### src/design/scr_params.svh
`ifndef SCR_PARAMS_SVH
`define SCR_PARAMS_SVH

// register addresses
`define SCR_ADDR_CTRL       8'hd0
`define SCR_ADDR_COPY       8'hdf
`define SCR_ADDR_STAT       8'he0
`define SCR_ADDR_CMD_BASE   8'hc0
`define SCR_ADDR_RSLT_BASE  8'he0

// control field positions
`define SCR_BIT_U1_CMD      0
`define SCR_BIT_U1_PTR_LO   1
`define SCR_BIT_U1_PTR_HI   4
`define SCR_BIT_U1_SYNC     6
`define SCR_BIT_COPY_SYNC   7
`define SCR_BIT_U2_CMD      8
`define SCR_BIT_U2_PTR_LO   9
`define SCR_BIT_U2_PTR_HI   12
`define SCR_BIT_U2_SYNC     14
`define SCR_BIT_NEW_FLAG    14

// command entry next pointer field
`define SCR_NXT_LO          3
`define SCR_NXT_HI          6

// reset values
`define SCR_CTRL_RESET      16'h00c0
`define SCR_ZERO16          16'h0000
`define SCR_ZERO15          15'h0000
`define SCR_SYNC_RESET      1'h0
`define SCR_PTR_END         4'h0
`define SCR_ONE4            4'h1
`define SCR_ENTRIES         15
// mask of writable control bits; 15 and 13 read as zero
`define SCR_CTRL_WMASK      16'h5fff

`endif

### src/design/scr_pkg.sv
package scr_pkg;
    typedef struct packed {
        logic        wr;
        logic        rd;
        logic [7:0]  addr;
        logic [15:0] wdata;
    } scr_req_type;

    typedef enum logic [0:0] {
        SCR_IDLE = 1'b0,
        SCR_RUN  = 1'b1
    } scr_unit_state_type;
endpackage

### src/design/scr_sequencer_regs.sv
// Overview of operation
// - sync toggle starts unit two when enabled
// - unit two start pointer selects entry 1-15
// - writing one to bit 8 starts unit two
// - sync copies results when copy enable set
// - sync toggle starts unit one when enabled
// - unit one start pointer, zero invalid
// - writing one to bit 0 starts unit one
// - reading copy register copies result buffer
// - status bits mirror channel comparators
// - next pointer zero ends the loop
// - new-result flag set on data, read clears
`timescale 1ns/10ps
`default_nettype none
`include "scr_params.svh"

module scr_sequencer_regs
    import scr_pkg::*;
(
    // clock and reset
    input  wire logic        clk,
    input  wire logic        rst_n,
    // register access from the serial front end
    input  wire scr_req_type regReq,
    output logic [15:0]      rdData,
    // sync pin, synchronous to clk
    input  wire logic        syncIn,
    // comparator levels per input channel
    input  wire logic [14:0] compLevel,
    // conversion engine: result buffer write
    input  wire logic        bufWrite,
    input  wire logic [3:0]  bufSlot,
    input  wire logic [15:0] bufData,
    // unit activity: entry under execution, 0 when idle
    output logic [3:0]       unitOneEntry,
    output logic [3:0]       unitTwoEntry,
    input  wire logic        entryDone
);

    // ****************************************
    // register storage
    // ****************************************
    logic [15:0] ctrl_q, ctrl_d;
    logic [14:0] stat_q, stat_d;
    logic        sync_q, sync_d;
    logic [15:0] cmd_q  [1:`SCR_ENTRIES];
    logic [15:0] cmd_d  [1:`SCR_ENTRIES];
    logic [15:0] buf_q  [1:`SCR_ENTRIES];
    logic [15:0] buf_d  [1:`SCR_ENTRIES];
    logic [15:0] rslt_q [1:`SCR_ENTRIES];
    logic [15:0] rslt_d [1:`SCR_ENTRIES];
    logic [15:0] rd_q, rd_d;

    logic syncToggle;
    logic startOne;
    logic startTwo;
    logic copyNow;
    logic ctrlWr;
    logic copyRd;

    // ****************************************
    // access and sync event decode
    // ****************************************
    always_comb begin
        ctrlWr     = regReq.wr && regReq.addr == `SCR_ADDR_CTRL;
        copyRd     = regReq.rd && regReq.addr == `SCR_ADDR_COPY;
        syncToggle = syncIn != sync_q;
        startOne   = 1'b0;
        startTwo   = 1'b0;
        copyNow    = 1'b0;
        // a start bit of one requests a launch of its unit on every write, a zero never does; the unit launches only if idle with a non-zero pointer
        if (ctrlWr && regReq.wdata[`SCR_BIT_U1_CMD]) begin
            startOne = 1'b1;
        end
        if (ctrlWr && regReq.wdata[`SCR_BIT_U2_CMD]) begin
            startTwo = 1'b1;
        end
        // either edge of sync counts; the enables are the ones already stored
        if (syncToggle && ctrl_q[`SCR_BIT_U1_SYNC]) begin
            startOne = 1'b1;
        end
        if (syncToggle && ctrl_q[`SCR_BIT_U2_SYNC]) begin
            startTwo = 1'b1;
        end
        if (copyRd) begin
            copyNow = 1'b1;
        end
        if (syncToggle && ctrl_q[`SCR_BIT_COPY_SYNC]) begin
            copyNow = 1'b1;
        end
    end

    // ****************************************
    // control register
    // ****************************************
    always_comb begin
        ctrl_d = ctrl_q;
        if (ctrlWr) begin
            // bits 15 and 13 are dropped here so they always read back as zero
            ctrl_d = regReq.wdata & `SCR_CTRL_WMASK;
        end
    end

    always_ff @(posedge clk) begin
        if (!rst_n) begin
            ctrl_q <= `SCR_CTRL_RESET;
        end else begin
            ctrl_q <= ctrl_d;
        end
    end

    // ****************************************
    // comparator status and sync sample
    // ****************************************
    always_comb begin
        stat_d = compLevel;
    end

    always_ff @(posedge clk) begin
        if (!rst_n) begin
            stat_q <= `SCR_ZERO15;
        end else begin
            stat_q <= stat_d;
        end
    end

    always_comb begin
        sync_d = syncIn;
    end

    always_ff @(posedge clk) begin
        if (!rst_n) begin
            // a high sync pin just after reset is taken as a toggle
            sync_q <= `SCR_SYNC_RESET;
        end else begin
            sync_q <= sync_d;
        end
    end

    // ****************************************
    // command table, result buffer and results
    // ****************************************

    genvar e;
    generate
        for (e = 1; e <= `SCR_ENTRIES; e = e + 1) begin : gEntry
            logic cmdWr;
            logic rsltRd;
            logic bufWr;
            assign cmdWr  = regReq.wr && regReq.addr == (`SCR_ADDR_CMD_BASE + 8'(e));
            assign rsltRd = regReq.rd && regReq.addr == (`SCR_ADDR_RSLT_BASE + 8'(e));
            assign bufWr  = bufWrite && bufSlot == 4'(e);
            always_comb begin
                cmd_d[e] = cmd_q[e];
                if (cmdWr) begin
                    cmd_d[e] = regReq.wdata;
                end
            end

            always_ff @(posedge clk) begin
                if (!rst_n) begin
                    cmd_q[e] <= `SCR_ZERO16;
                end else begin
                    cmd_q[e] <= cmd_d[e];
                end
            end

            always_comb begin
                buf_d[e] = buf_q[e];
                // a copied slot is no longer new; fresh data in the same cycle keeps the flag
                if (copyNow) begin
                    buf_d[e][`SCR_BIT_NEW_FLAG] = 1'b0;
                end
                if (bufWr) begin
                    buf_d[e] = bufData;
                    buf_d[e][`SCR_BIT_NEW_FLAG] = 1'b1;
                end
            end

            always_ff @(posedge clk) begin
                if (!rst_n) begin
                    buf_q[e] <= `SCR_ZERO16;
                end else begin
                    buf_q[e] <= buf_d[e];
                end
            end

            always_comb begin
                rslt_d[e] = rslt_q[e];
                if (rsltRd) begin
                    rslt_d[e][`SCR_BIT_NEW_FLAG] = 1'b0;
                end
                // a copy in the same cycle as a read wins and brings the fresh flag in
                if (copyNow) begin
                    rslt_d[e] = buf_q[e];
                end
            end

            always_ff @(posedge clk) begin
                if (!rst_n) begin
                    rslt_q[e] <= `SCR_ZERO16;
                end else begin
                    rslt_q[e] <= rslt_d[e];
                end
            end
        end
    endgenerate

    // ****************************************
    // read data
    // ****************************************
    always_comb begin
        rd_d = rd_q;
        if (regReq.rd) begin
            rd_d = `SCR_ZERO16;
            if (regReq.addr == `SCR_ADDR_CTRL) begin
                rd_d = ctrl_q;
            end else if (regReq.addr == `SCR_ADDR_STAT) begin
                rd_d = {1'b0, stat_q};
            end else if (regReq.addr > `SCR_ADDR_CMD_BASE
                         && regReq.addr <= `SCR_ADDR_CMD_BASE + 8'(`SCR_ENTRIES)) begin
                rd_d = cmd_q[4'(regReq.addr - `SCR_ADDR_CMD_BASE)];
            end else if (regReq.addr > `SCR_ADDR_RSLT_BASE
                         && regReq.addr <= `SCR_ADDR_RSLT_BASE + 8'(`SCR_ENTRIES)) begin
                rd_d = rslt_q[4'(regReq.addr - `SCR_ADDR_RSLT_BASE)];
            end
        end
    end
    assign rdData = rd_q;

    // ****************************************
    // execution units
    // ****************************************
    scr_unit_state_type unit_q [2];
    scr_unit_state_type unit_d [2];
    logic [3:0]         pc_q [2];
    logic [3:0]         pc_d [2];
    logic [3:0]         startPtr [2];
    logic               start [2];
    // the pointer is the one the control word holds after this edge, so a write
    // that sets the pointer and starts the unit at once uses the new pointer
    assign startPtr[0] = ctrl_d[`SCR_BIT_U1_PTR_HI:`SCR_BIT_U1_PTR_LO];
    assign startPtr[1] = ctrl_d[`SCR_BIT_U2_PTR_HI:`SCR_BIT_U2_PTR_LO];
    assign start[0]    = startOne;
    assign start[1]    = startTwo;

    genvar u;
    generate
        for (u = 0; u < 2; u = u + 1) begin : gUnit
            // unit two only advances while unit one is idle, sharing one converter
            logic       advance;
            logic [3:0] nextPtr;
            assign advance = entryDone && (u == 0 || unit_q[0] == SCR_IDLE);

            // the table is only indexed while running, where the pointer is never zero
            always_comb begin
                nextPtr = `SCR_PTR_END;
                if (unit_q[u] == SCR_RUN) begin
                    nextPtr = cmd_q[pc_q[u]][`SCR_NXT_HI:`SCR_NXT_LO];
                end
            end

            always_comb begin
                unit_d[u] = unit_q[u];
                pc_d[u]   = pc_q[u];
                unique case (unit_q[u])
                    SCR_IDLE: begin
                        // a zero start pointer leaves the unit idle
                        if (start[u] && startPtr[u] != `SCR_PTR_END) begin
                            unit_d[u] = SCR_RUN;
                            pc_d[u]   = startPtr[u];
                        end
                    end
                    SCR_RUN: begin
                        if (advance) begin
                            pc_d[u] = nextPtr;
                            if (nextPtr == `SCR_PTR_END) begin
                                unit_d[u] = SCR_IDLE;
                            end
                        end
                    end
                endcase
            end

            always_ff @(posedge clk) begin
                if (!rst_n) begin
                    unit_q[u] <= SCR_IDLE;
                    pc_q[u]   <= `SCR_PTR_END;
                end else begin
                    unit_q[u] <= unit_d[u];
                    pc_q[u]   <= pc_d[u];
                end
            end
        end
    endgenerate
    assign unitOneEntry = pc_q[0];
    assign unitTwoEntry = pc_q[1];

    // ****************************************
    // read data register
    // ****************************************
    always_ff @(posedge clk) begin
        if (!rst_n) begin
            rd_q <= `SCR_ZERO16;
        end else begin
            rd_q <= rd_d;
        end
    end

endmodule
`default_nettype wire

### config.mk
export PLATFORM = sky130hd
export DESIGN_NAME = scr_sequencer_regs
export DESIGN_NICKNAME = d
export VERILOG_FILES = /design/src/design/scr_pkg.sv /design/src/design/scr_sequencer_regs.sv
export VERILOG_INCLUDE_DIRS = /design/src /design/src/design
export SDC_FILE = /design/constraint.sdc
export NUM_CORES = 1
export LEC_CHECK = 0
export ABC_AREA = 0
export BUFFER_PORTS_ARGS = -buffer_cell sky130_fd_sc_hd__clkbuf_2
export CAP_MARGIN = 40
export CORE_MARGIN = 2
export CORE_UTILIZATION = 25
export CTS_CLUSTER_DIAMETER = 50
export CTS_CLUSTER_SIZE = 10
export DETAILED_ROUTE_END_ITERATION = 10
export GPL_ROUTABILITY_DRIVEN = 0
export PLACE_DENSITY_LB_ADDON = 0.25
export SLEW_MARGIN = 0
export SYNTH_ARGS = -nofsm -noshare
export SYNTH_HDL_FRONTEND = slang
export SYNTH_SLANG_ARGS = --single-unit
export TNS_END_PERCENT = 1
### constraint.sdc
create_clock -name clk -period 13.3 [get_ports clk]
set_input_delay 1.33 -clock clk [delete_from_list [all_inputs] [get_ports clk]]
set_output_delay 1.33 -clock clk [all_outputs]
set_load 0.01 [all_outputs]
==> results of run 1 <==
## cells in the mapped netlist (20+ instances only)
library cell,n
mux2i_1,73
o21ai_0,43
mux4_2,130
edfxtp_1,480
nor3_1,33
clkbuf_1,179
dfxtp_1,296
nand2_1,513
a21oi_1,276
and2_1,463
a211oi_1,31
nor2_1,94
buf_2,27
o221ai_1,20
inv_1,27
## how the worst max path moves through the flow
stage	startpoint	end
2_1_floorplan	regReq[18]	rslt_q[10][0]$_SDFFCE_PN0P_
3_3_place_gp	regReq[17]	rslt_q[9][4]$_SDFFCE_PN0P_
3_5_place_dp	regReq[17]	rslt_q[9][5]$_SDFFCE_PN0P_
4_1_cts	regReq[17]	rslt_q[2][4]$_SDFFCE_PN0P_
5_1_grt	regReq[17]	rslt_q[10][4]$_SDFFCE_PN0P_
6_report	regReq[17]	rslt_q[5][4]$_SDFFCE_PN0P_
## worst register-to-register path: cells and delay by family (launching register included)
kind                   cells  cell delay, ns
buffers and inverters      6            2.13
AO/OA/AOI/OAI              1            0.07
XOR/XNOR                   1            0.14
flip-flops                 1            0.32
AND/OR/NAND/NOR            2            0.39
## metal layers
metal	GRT usage (%)	vias to the layer above	wire length (um)	share of wire, %
li1	-	10400	-	-
met2	26.0	465	52000	50
met3	2.41	150	4630	4.4
met4	4.21	6	2610	2.5
met1	19.7	11000	45600	43
met5	0	-	33	0.031
## logic make-up after synthesis
| group | synth area share [%] |
|---|---|
| AOI/OAI and AO/OA | 7.81 |
| xor gates and xnor gates | 0.0259 |
| buffers and inverters | 3.18 |
| DFF | 60.2 |
| muxes | 11.3 |
| and+or+nand+nor | 17.5 |
## power breakdown
| group | switching, uW | internal, uW | total, uW |
|---|---|---|---|
| Combinational | 252 | 125 | 377 |
| Clock | 1050 | 1440 | 2490 |
| Sequential | 32.5 | 2660 | 2690 |
## final cells by class
cell class                      instances  area share (%)
Antenna cell                            2          0.0126
Multi-Input combinational cell       1848            31.4
Clock inverter                         24           0.766
Clock buffer                          143            6.68
Timing Repair Buffer                  194            4.00
Sequential cell                       776            51.3
Inverter                               27           0.293
Tap cell                             1768            5.58
## state kept, by name, summed over array words and instances (netlist names)
register	count
pc_q	8
buf_q	240
sync_q	1
ctrl_q	14
rslt_q	240
unit_q	2
cmd_q	240
rdData	16
stat_q	15
## stage by stage
| step | cells | power, uW | instance area, um2 |
|---|---|---|---|
| detailed placement | 4613 | 3130 | 36700 |
| finish | 4782 | 5550 | 39700 |
| global placement | 4583 | 3110 | 36200 |
| floorplan | 2880 | 2960 | 33800 |
| global route | 4780 | 5740 | 39700 |
| CTS | 4780 | 5620 | 39700 |
==> results.md, run 1 <==
* Number of global-route vias before repair at 22000
* Cell Area, Synth at 0.0338 mm2
* Relative slew slack at 34.1%
* Reg clk slew, reported paths at 0.05 ns
* CP startpoint kind: input port
* R2R depth at 10
* Synth area leaders: edfxtp_1 (43%), dfxtp_1 (18%), mux4_2 (8.7%), and2_1 (8.6%), nand2_1 (5.7%)
* Clk root buf: clkbuf_16
* Actual slew at the worst max-slew pin at 0.988 ns
* Netlist cell types at 71
* Dpl ws at 7.67 ns
* Drt first pass iters at 5
* Pin count of the biggest net entering global routing at 170
* Setup Fix Bufs, Post-CTS at 0
* Hold Path Cell Cnt at 2
* Async SR Flop Fraction at 0%
* Final Hold Slack at 0.446 ns
* Worst Hold Class: flip-flop to flip-flop
* Area Growth Syn to Fin at 17.5%
* Die Ht at 372 um
* Final Util at 29.7%
* Clk_lat worst skew at 0.69 ns
* Synthesis warning total at 0
* Post-synth EDFFs at 480
* Ratio of cells with drive above 1 in the final layout at 16.3%
* Initial Util at 25.2%
* Crit path DAT at 5.44 ns
* Leak pwr at 0.0138 uW
* H-tree depth at 3
* Routed WL at 105000 um
* Tot GR Track Use at 15.2%
* DRC at 0
* Worst-path fanout max at 73
* Layout Nets at 3009
* Sequential cell area at 0.0203 mm2
* Most used DFF post-synth: edfxtp_1
* Min-Delay Startpoint: buf_q[7][19]$_SDFFE_PN0P_
* Antenna violations before repair at 9
* Commonest non-fill, non-tap cell in the layout: nand2_1
* Fin crit share at 36.8%
* CTS max path bufs at 3
* Filler Cell Count at 13700
* Run status: finished clean
* Fmax at 205 MHz
* #FFs+latches synth at 776
* RR Startpoint: sync_q$_SDFF_PN0_
* Syn Inst Count at 2880
* R2R Setup Slk at 10.13 ns
* RSZ-0062 raised after global routing: false
* Synth top area share at 42.7%
* Gr ovfl total at 0
* Area of the multi-input gates at 0.0125 mm2
* Final hold viol count at 0
* Setup Viol. Count Final at 0
* Most frequent cells in the layout: nand2_1 (513), edfxtp_1 (480), and2_1 (463)
* Synth Net Count at 2946
* Resized cells post-CTS at 0
* WS Path Type: input port to flip-flop
* Max-cap viol count at 0
* TNS Setup at 0 ns
* Wirelength per Cell at 21.9 um
* Post-DP HPWL at 64700 um
* Synth Area per Inst at 11.7 um2
* IO Count at 90
* Family with the most delay on the worst path: buffers and inverters
* Slowest-stage cell, CP: buf_6
* Critical-path cell list: buf_6 > nand2_1 > nor2_1 > a32oi_1 > buf_4 > nor2_4 > buf_12 > buf_4 > buf_4 > buf_16 > and2_1
* Die width at 372 um
* Critical Path RT at 13.85 ns
* First-pass GRT wire length at 153000 um
* Hold Path Sink: buf_q[7][19]$_SDFFE_PN0P_
* Clock Skews at 0.0311 ns
* Seq/Total Area, Yosys at 60.2%
* Worst ir drop on vdd at 0.0943 mV
* Clk sinks at 776
* R2R Path End: rslt_q[5][4]$_SDFFCE_PN0P_
* Post-DR vias/cell at 4.61
* Min cycle time layout at 4.89 ns
* PD cells at 140 mW/mm2
* Rows at 134
* Setup ws final at 8.41 ns
* Crit-path max cell delay at 0.61 ns
* Vias post-DR at 22000
* CTS tree: yes
* Core Area at 0.134 mm2
* Buf/Inv on CP at 6
* # hold bufs at CTS at 0
* Critical path depth at 11
* Port buffer count at 88
* ANT nets after route at 0
* CTS buffer count at 96
* Final Max Tran Viols at 0
* Initial DRC Count at 1543
* Setup crit end kind: flip-flop
* Synth area leader: edfxtp_1
* Die ar. at 0.138 mm2
* Most frequent CP cell: buf_4
No activity file was read; power rests on OpenSTA's default activity.
==> run 2: changes to the inputs <==
==> constraint.sdc (replaced) <==
create_clock -name clk -period 4.6 [get_ports clk]
set_input_delay 0.46 -clock clk [delete_from_list [all_inputs] [get_ports clk]]
set_output_delay 0.46 -clock clk [all_outputs]
set_load 0.01 [all_outputs]
==> run 2 against run 1 <==
  * Sequential cell count stayed put
  * Critical endpoint is now rslt_q[15][6]$_SDFFCE_PN0P_
  * Clock power rose to 3.1 times the previous value
  * Utilization up 0.31 points
  * Worst hold slack worse by 0.25 ns
  * First-iteration DRC count rose by 3.6%
  * Clock-buffer cell count rose by 7
  * Sequential power increased to 2.9 times the previous value
  * Combinational power increased to 2.9 times the previous value
  * Non-clock buffer count increased by 24
  * Design area up 1.1%
  * Global-route usage is essentially flat
==> results.md, run 2 (same netlist as run 1, synthesis figures left out) <==
* Setup crit end kind: flip-flop
* Die Ht at 372 um (unchanged)
* Tot GR Track Use at 15.2% (-0.022 points)
* Final Util at 30.0% (+0.31 points)
* Family with the most delay on the worst path: buffers and inverters
* First-pass GRT wire length at 154000 um (+0.24%)
* Final Max Tran Viols at 0 (unchanged)
* Vias post-DR at 22300 (+1.2%)
* Layout Nets at 3036 (+0.90%)
* Relative slew slack at 27.4% (-6.7 points)
* Gr ovfl total at 0 (unchanged)
* WS Path Type: input port to flip-flop
* RSZ-0062 raised after global routing: false
* Crit-path max cell delay at 0.57 ns (-0.04 ns)
* Post-DR vias/cell at 4.64 (+0.59%)
* Worst ir drop on vdd at 0.281 mV (+200%)
* RR Startpoint: sync_q$_SDFF_PN0_
* Actual slew at the worst max-slew pin at 1.09 ns (+0.101 ns)
* Antenna violations before repair at 10 (+1)
* CTS max path bufs at 3 (unchanged)
* Clock Skews at 0.0257 ns (-0.00535 ns)
* CTS buffer count at 99 (+3.1%)
* Sequential cell area at 0.0203 mm2 (unchanged)
* Routed WL at 105000 um (+0.27%)
* Biggest regs: buf_q x240, cmd_q x240, rslt_q x240
* Min cycle time layout at 3.02 ns
* Critical-path cell list: dlygate4sd3_1 > clkbuf_2 > xor2_1 > buf_4 > a32oi_4 > and2_4 > clkinvlp_4 > buf_12
* Min-Delay Startpoint: regReq[2]
* Reg clk slew, reported paths at 0.06 ns (about the same)
* Initial Util at 25.2% (unchanged)
* Hold Path Sink: cmd_q[1][2]$_SDFFCE_PN0P_
* Filler Cell Count at 13700 (-0.20%)
* Fmax at 331 MHz
* Hold Path Cell Cnt at 2 (unchanged)
* Drt first pass iters at 5 (unchanged)
* Fin crit share at 65.6%
* CTS tree: yes
* Non-filler cells, final at 4813 (+0.65%)
* Clk root buf: clkbuf_16
* Commonest non-fill, non-tap cell in the layout: nand2_1
* Post-DP HPWL at 66500 um (+2.8%)
* R2R depth at 6 (-4)
* Worst-path fanout max at 71 (-2.7%)
* CP startpoint kind: input port
* Pin count of the biggest net entering global routing at 241 (+42%)
* Area Growth Syn to Fin at 18.7%
* Slowest-stage cell, CP: a32oi_4
* Resized cells post-CTS at 0 (unchanged)
* Most frequent cells in the layout: nand2_1 (512), edfxtp_1 (480), and2_1 (463)
* ANT nets after route at 0 (unchanged)
* Critical Path RT at 4.96 ns (-8.89 ns)
* Ratio of cells with drive above 1 in the final layout at 16.9% (+0.55 points)
* Max-cap viol count at 0 (unchanged)
* IO Count at 90 (unchanged)
* R2R Setup Slk at 1.71 ns (-8.42 ns)
* H-tree depth at 3 (unchanged)
* PD cells at 413 mW/mm2 (+190%)
* Wirelength per Cell at 21.9 um (-0.38%)
* Final hold viol count at 0 (unchanged)
* Die ar. at 0.138 mm2 (unchanged)
* Leak pwr at 0.0140 uW (+1.6%)
* Rows at 134 (unchanged)
* Buf/Inv on CP at 5 (-1)
* R2R Path End: rslt_q[15][6]$_SDFFCE_PN0P_
* Worst Hold Class: input port to flip-flop
* Placed insts at 4621 (+0.17%)
* Critical path depth at 8 (-3)
* Crit path DAT at 3.38 ns (-2.06 ns)
* Run status: finished clean
* Clk sinks at 776 (unchanged)
* Core Area at 0.134 mm2 (unchanged)
* Initial DRC Count at 1599 (+3.6%)
* DRC at 0 (unchanged)
* Number of global-route vias before repair at 22000 (+0.19%)
* Setup Viol. Count Final at 0 (unchanged)
* Area of the multi-input gates at 0.0125 mm2 (+0.15%)
* Die width at 372 um (unchanged)
* Clk_lat worst skew at 0.68 ns (about the same)
* Port buffer count at 88 (unchanged)
## run 2: how the worst max path moves through the flow
stage | from | to | slack, ns
floorplan | regReq[22] | rslt_q[10][0]$_SDFFCE_PN0P_ | -0.61
global placement | regReq[16] | rslt_q[8][13]$_SDFFCE_PN0P_ | 1.09
detailed placement | regReq[16] | rslt_q[8][13]$_SDFFCE_PN0P_ | 1.05
CTS | syncIn | rslt_q[15][6]$_SDFFCE_PN0P_ | 1.58
global route | syncIn | rslt_q[15][6]$_SDFFCE_PN0P_ | 1.43
finish | syncIn | rslt_q[15][6]$_SDFFCE_PN0P_ | 1.58
## run 2: metal layers
metal | share of wire (%) | GRT usage [%] | vias to the layer above
met5 | 0.032 | 0 | -
met4 | 2.3 | 3.98 | 6
met3 | 4.5 | 2.67 | 148
met2 | 48 | 24.7 | 545
met1 | 45 | 20.7 | 11200
li1 | - | - | 10400
## run 2: repair_timing
| item | 4_1_cts | 5_1_grt |
|---|---|---|
| endpoints found under the setup margin | 0 | 0 |
| setup buffers | 0 | 0 |
| hold buffers | 16 | 0 |
| endpoints found under the hold margin | 16 | 0 |
## run 2: final cells by class
| cell class | instances | share of cell area, % |
|---|---|---|
| clock inverters | 25 | 0.908 |
| flip-flops and latches | 776 | 50.7 |
| well taps | 1768 | 5.52 |
| inverters | 27 | 0.281 |
| diodes | 1 | 0.00624 |
| clock buffers | 150 | 7.02 |
| multi-input cells | 1848 | 31.1 |
| repair buffers | 218 | 4.41 |
## run 2: worst reg2reg max path: cells and delay by family, from the launching register on
| kind | cells | cell delay (ns) |
|---|---|---|
| buffers and inverters | 3 | 1.08 |
| AOI/OAI and AO/OA | 1 | 0.57 |
| and+or+nand+nor | 1 | 0.39 |
| DFF | 1 | 0.31 |
| xor gates and xnor gates | 1 | 0.15 |
## run 2: metrics by stage
step	TNS [ns]	setup WS [ns]	area (um2)	power [uW]	hold WS, ns
CTS	0	1.58	40100	16700	0.163
finish	0	1.58	40100	16500	0.199
floorplan	-136.17	-0.605	33800	8550	0.432
global placement	0	1.09	36400	9030	0.437
global route	0	1.43	40100	17100	0.173
detailed placement	0	1.05	36700	9050	0.442
## run 2: report_power, final
group | leakage (uW) | switching [uW] | internal [uW]
logic | 0.00514 | 738 | 373
clock network | 0.00153 | 3050 | 4600
registers | 0.00734 | 97.6 | 7680
==> run 3: changes to the inputs <==
==> constraint.sdc (replaced) <==
create_clock -name clk -period 2.6 [get_ports clk]
set_input_delay 0.26 -clock clk [delete_from_list [all_inputs] [get_ports clk]]
set_output_delay 0.26 -clock clk [all_outputs]
set_load 0.01 [all_outputs]
==> run 3 against run 2 <==
  * Global-route usage rose by 0.83 points
  * First-iteration DRC count increased by 27%
  * Clock-buffer cell count fell by 2
  * Highest routed layer unchanged
  * Largest power group unchanged
==> results.md, run 3 (same netlist as run 1, synthesis figures left out) <==
* Ratio of cells with drive above 1 in the final layout at 19.4% (+2.5 points)
* Die width at 372 um (unchanged)
* Post-DP HPWL at 70800 um (+6.5%)
* CTS buffer count at 97 (-2.0%)
* Leak pwr at 0.0145 uW (+3.2%)
* DRC at 0 (unchanged)
* Biggest regs: buf_q x240, cmd_q x240, rslt_q x240
* Antenna violations before repair at 10 (unchanged)
* PD cells at 702 mW/mm2 (+70%)
* Routed WL at 111000 um (+5.5%)
* Port buffer count at 88 (unchanged)
* Area of the multi-input gates at 0.0125 mm2 (about the same)
* Setup Viol. Count Final at 0 (unchanged)
* Max-cap viol count at 0 (unchanged)
* Setup ws final at 0.214 ns (-1.37 ns)
* R2R depth at 5 (-1)
* Final Max Tran Viols at 0 (unchanged)
* Number of global-route vias before repair at 22600 (+2.5%)
* Filler Cell Count at 13700 (-0.29%)
* Hold Path Cell Cnt at 3 (+1)
* Worst Hold Class: input port to flip-flop
* Sequential cell area at 0.0203 mm2 (about the same)
* Gr ovfl total at 0 (unchanged)
* Fin crit share at 91.8%
* Core Area at 0.134 mm2 (unchanged)
* RSZ-0062 raised after global routing: false
* Initial DRC Count at 2029 (+27%)
* Clk root buf: clkbuf_16
* Layout Nets at 3143 (+3.5%)
* Post-DR vias/cell at 4.63 (about the same)
* Run status: finished clean
* Die ar. at 0.138 mm2 (unchanged)
* CTS max path bufs at 3 (unchanged)
* IO Count at 90 (unchanged)
* Initial Util at 25.2% (unchanged)
* Reg clk slew, reported paths at 0.06 ns (about the same)
* Clk sinks at 776 (unchanged)
* Min cycle time layout at 2.39 ns
* Worst ir drop on vdd at 0.512 mV (+82%)
* Clock Skews at 0.0373 ns (+0.0116 ns)
* WS Path Type: flip-flop to flip-flop
* Vias post-DR at 22800 (+2.1%)
* Commonest non-fill, non-tap cell in the layout: nand2_1
* Final Util at 30.5% (+0.57 points)
* Die Ht at 372 um (unchanged)
* First-pass GRT wire length at 161000 um (+4.5%)
* Pin count of the biggest net entering global routing at 108 (-55%)
* Fmax at 419 MHz
* Critical Path RT at 3.12 ns (-1.84 ns)
* Rows at 134 (unchanged)
* Most frequent cells in the layout: nand2_1 (512), edfxtp_1 (480), and2_1 (463)
* Relative slew slack at 43.6% (+16 points)
* CP startpoint kind: flip-flop
* Tot GR Track Use at 16.0% (+0.83 points)
* Wirelength per Cell at 22.6 um (+3.2%)
* Setup crit end kind: flip-flop
* Worst-path fanout max at 13 (-82%)
* Dpl ws at -0.159 ns (-1.21 ns)
* Area Growth Syn to Fin at 21.0%
* Clk_lat worst skew at 0.68 ns (about the same)
* Drt first pass iters at 6 (+1)
* Crit path DAT at 2.91 ns (-0.47 ns)
* CTS tree: yes
* Final hold viol count at 0 (unchanged)
* H-tree depth at 3 (unchanged)
* Actual slew at the worst max-slew pin at 0.845 ns (-0.244 ns)
* ANT nets after route at 0 (unchanged)
[run 3: cell count changes in the layout (fill, tap and decap cells not counted), moves of 4 or more]
cell / previous run / this run
buf_12: 8 / 33
buf_16: 7 / 0
buf_4: 91 / 186
buf_8: 8 / 2
bufinv_16: 7 / 1
clkbuf_1: 40 / 45
clkbuf_8: 8 / 4
[run 3: layout make-up]
| cell class | instances | area share (%) |
|---|---|---|
| antenna | 1 | 0.00613 |
| clock buffer | 148 | 6.61 |
| clock inverter | 25 | 0.695 |
| inverter | 27 | 0.276 |
| multi-input combinational | 1848 | 30.5 |
| sequential | 776 | 49.8 |
| tap | 1768 | 5.42 |
| timing repair buffer | 327 | 6.66 |
[run 3: through the flow]
step,hold WS (ns),cell area [um2],instances,power (uW),TNS (ns)
2_1_floorplan,0.382,33800,2880,15100,-577.16
3_3_place_gp,0.437,37600,4725,16200,-0.199
3_5_place_dp,0.442,37700,4727,16200,-0.165
4_1_cts,0.0307,40800,4919,29000,0
5_1_grt,0.0697,40800,4919,29700,0
6_report,0.0676,40800,4920,28700,0
[run 3: where the power goes]
group	leakage [uW]	total, uW	internal [uW]	switching, uW
combinational	0.00568	2190	817	1370
sequential	0.00734	13800	13600	176
clock	0.00144	12700	7320	5420
[run 3: path summary, 6_finish.rpt]
| check | startpoint | to | slack (ns) |
|---|---|---|---|
| worst max-delay path | pc_q[1][2]$_SDFFE_PN0P_ | unit_q[1]$_DFF_P_ | 0.21 |
| worst min-delay path | bufData[0] | buf_q[7][16]$_SDFFE_PN0P_ | 0.07 |
| worst max register to register | pc_q[1][2]$_SDFFE_PN0P_ | unit_q[1]$_DFF_P_ | 0.21 |
| worst min register to register | buf_q[1][2]$_SDFFE_PN0P_ | buf_q[1][2]$_SDFFE_PN0P_ | 0.45 |
[run 3: layer usage]
layer  vias up  part of all wire, %  wire length (um)  GRT usage (%)
met1     11400                   44             49300           21.6
met2       562                   49             54000           26.8
met3       168                  4.4              4840           2.14
met4         4                  2.5              2820           4.55
li1      10600                    -                 -              -
met5         -                0.019                21              0
[run 3: worst max-delay path, cell delays in order, from the launching register on]
cell and delay [ns]:
dfxtp_1 0.86, mux4_2 0.40, mux2_2 0.29, mux2i_1 0.31
nor3b_1 0.26, a31oi_1 0.12
[run 3: timing repair]
| action | in CTS | in global routing |
|---|---|---|
| endpoints found under the setup margin | 0 | 1 |
| setup buffers | 0 | 0 |
| resized for setup | 0 | 2 |
| hold buffers | 19 | 0 |
| hold endpoints to repair | 19 | 0 |
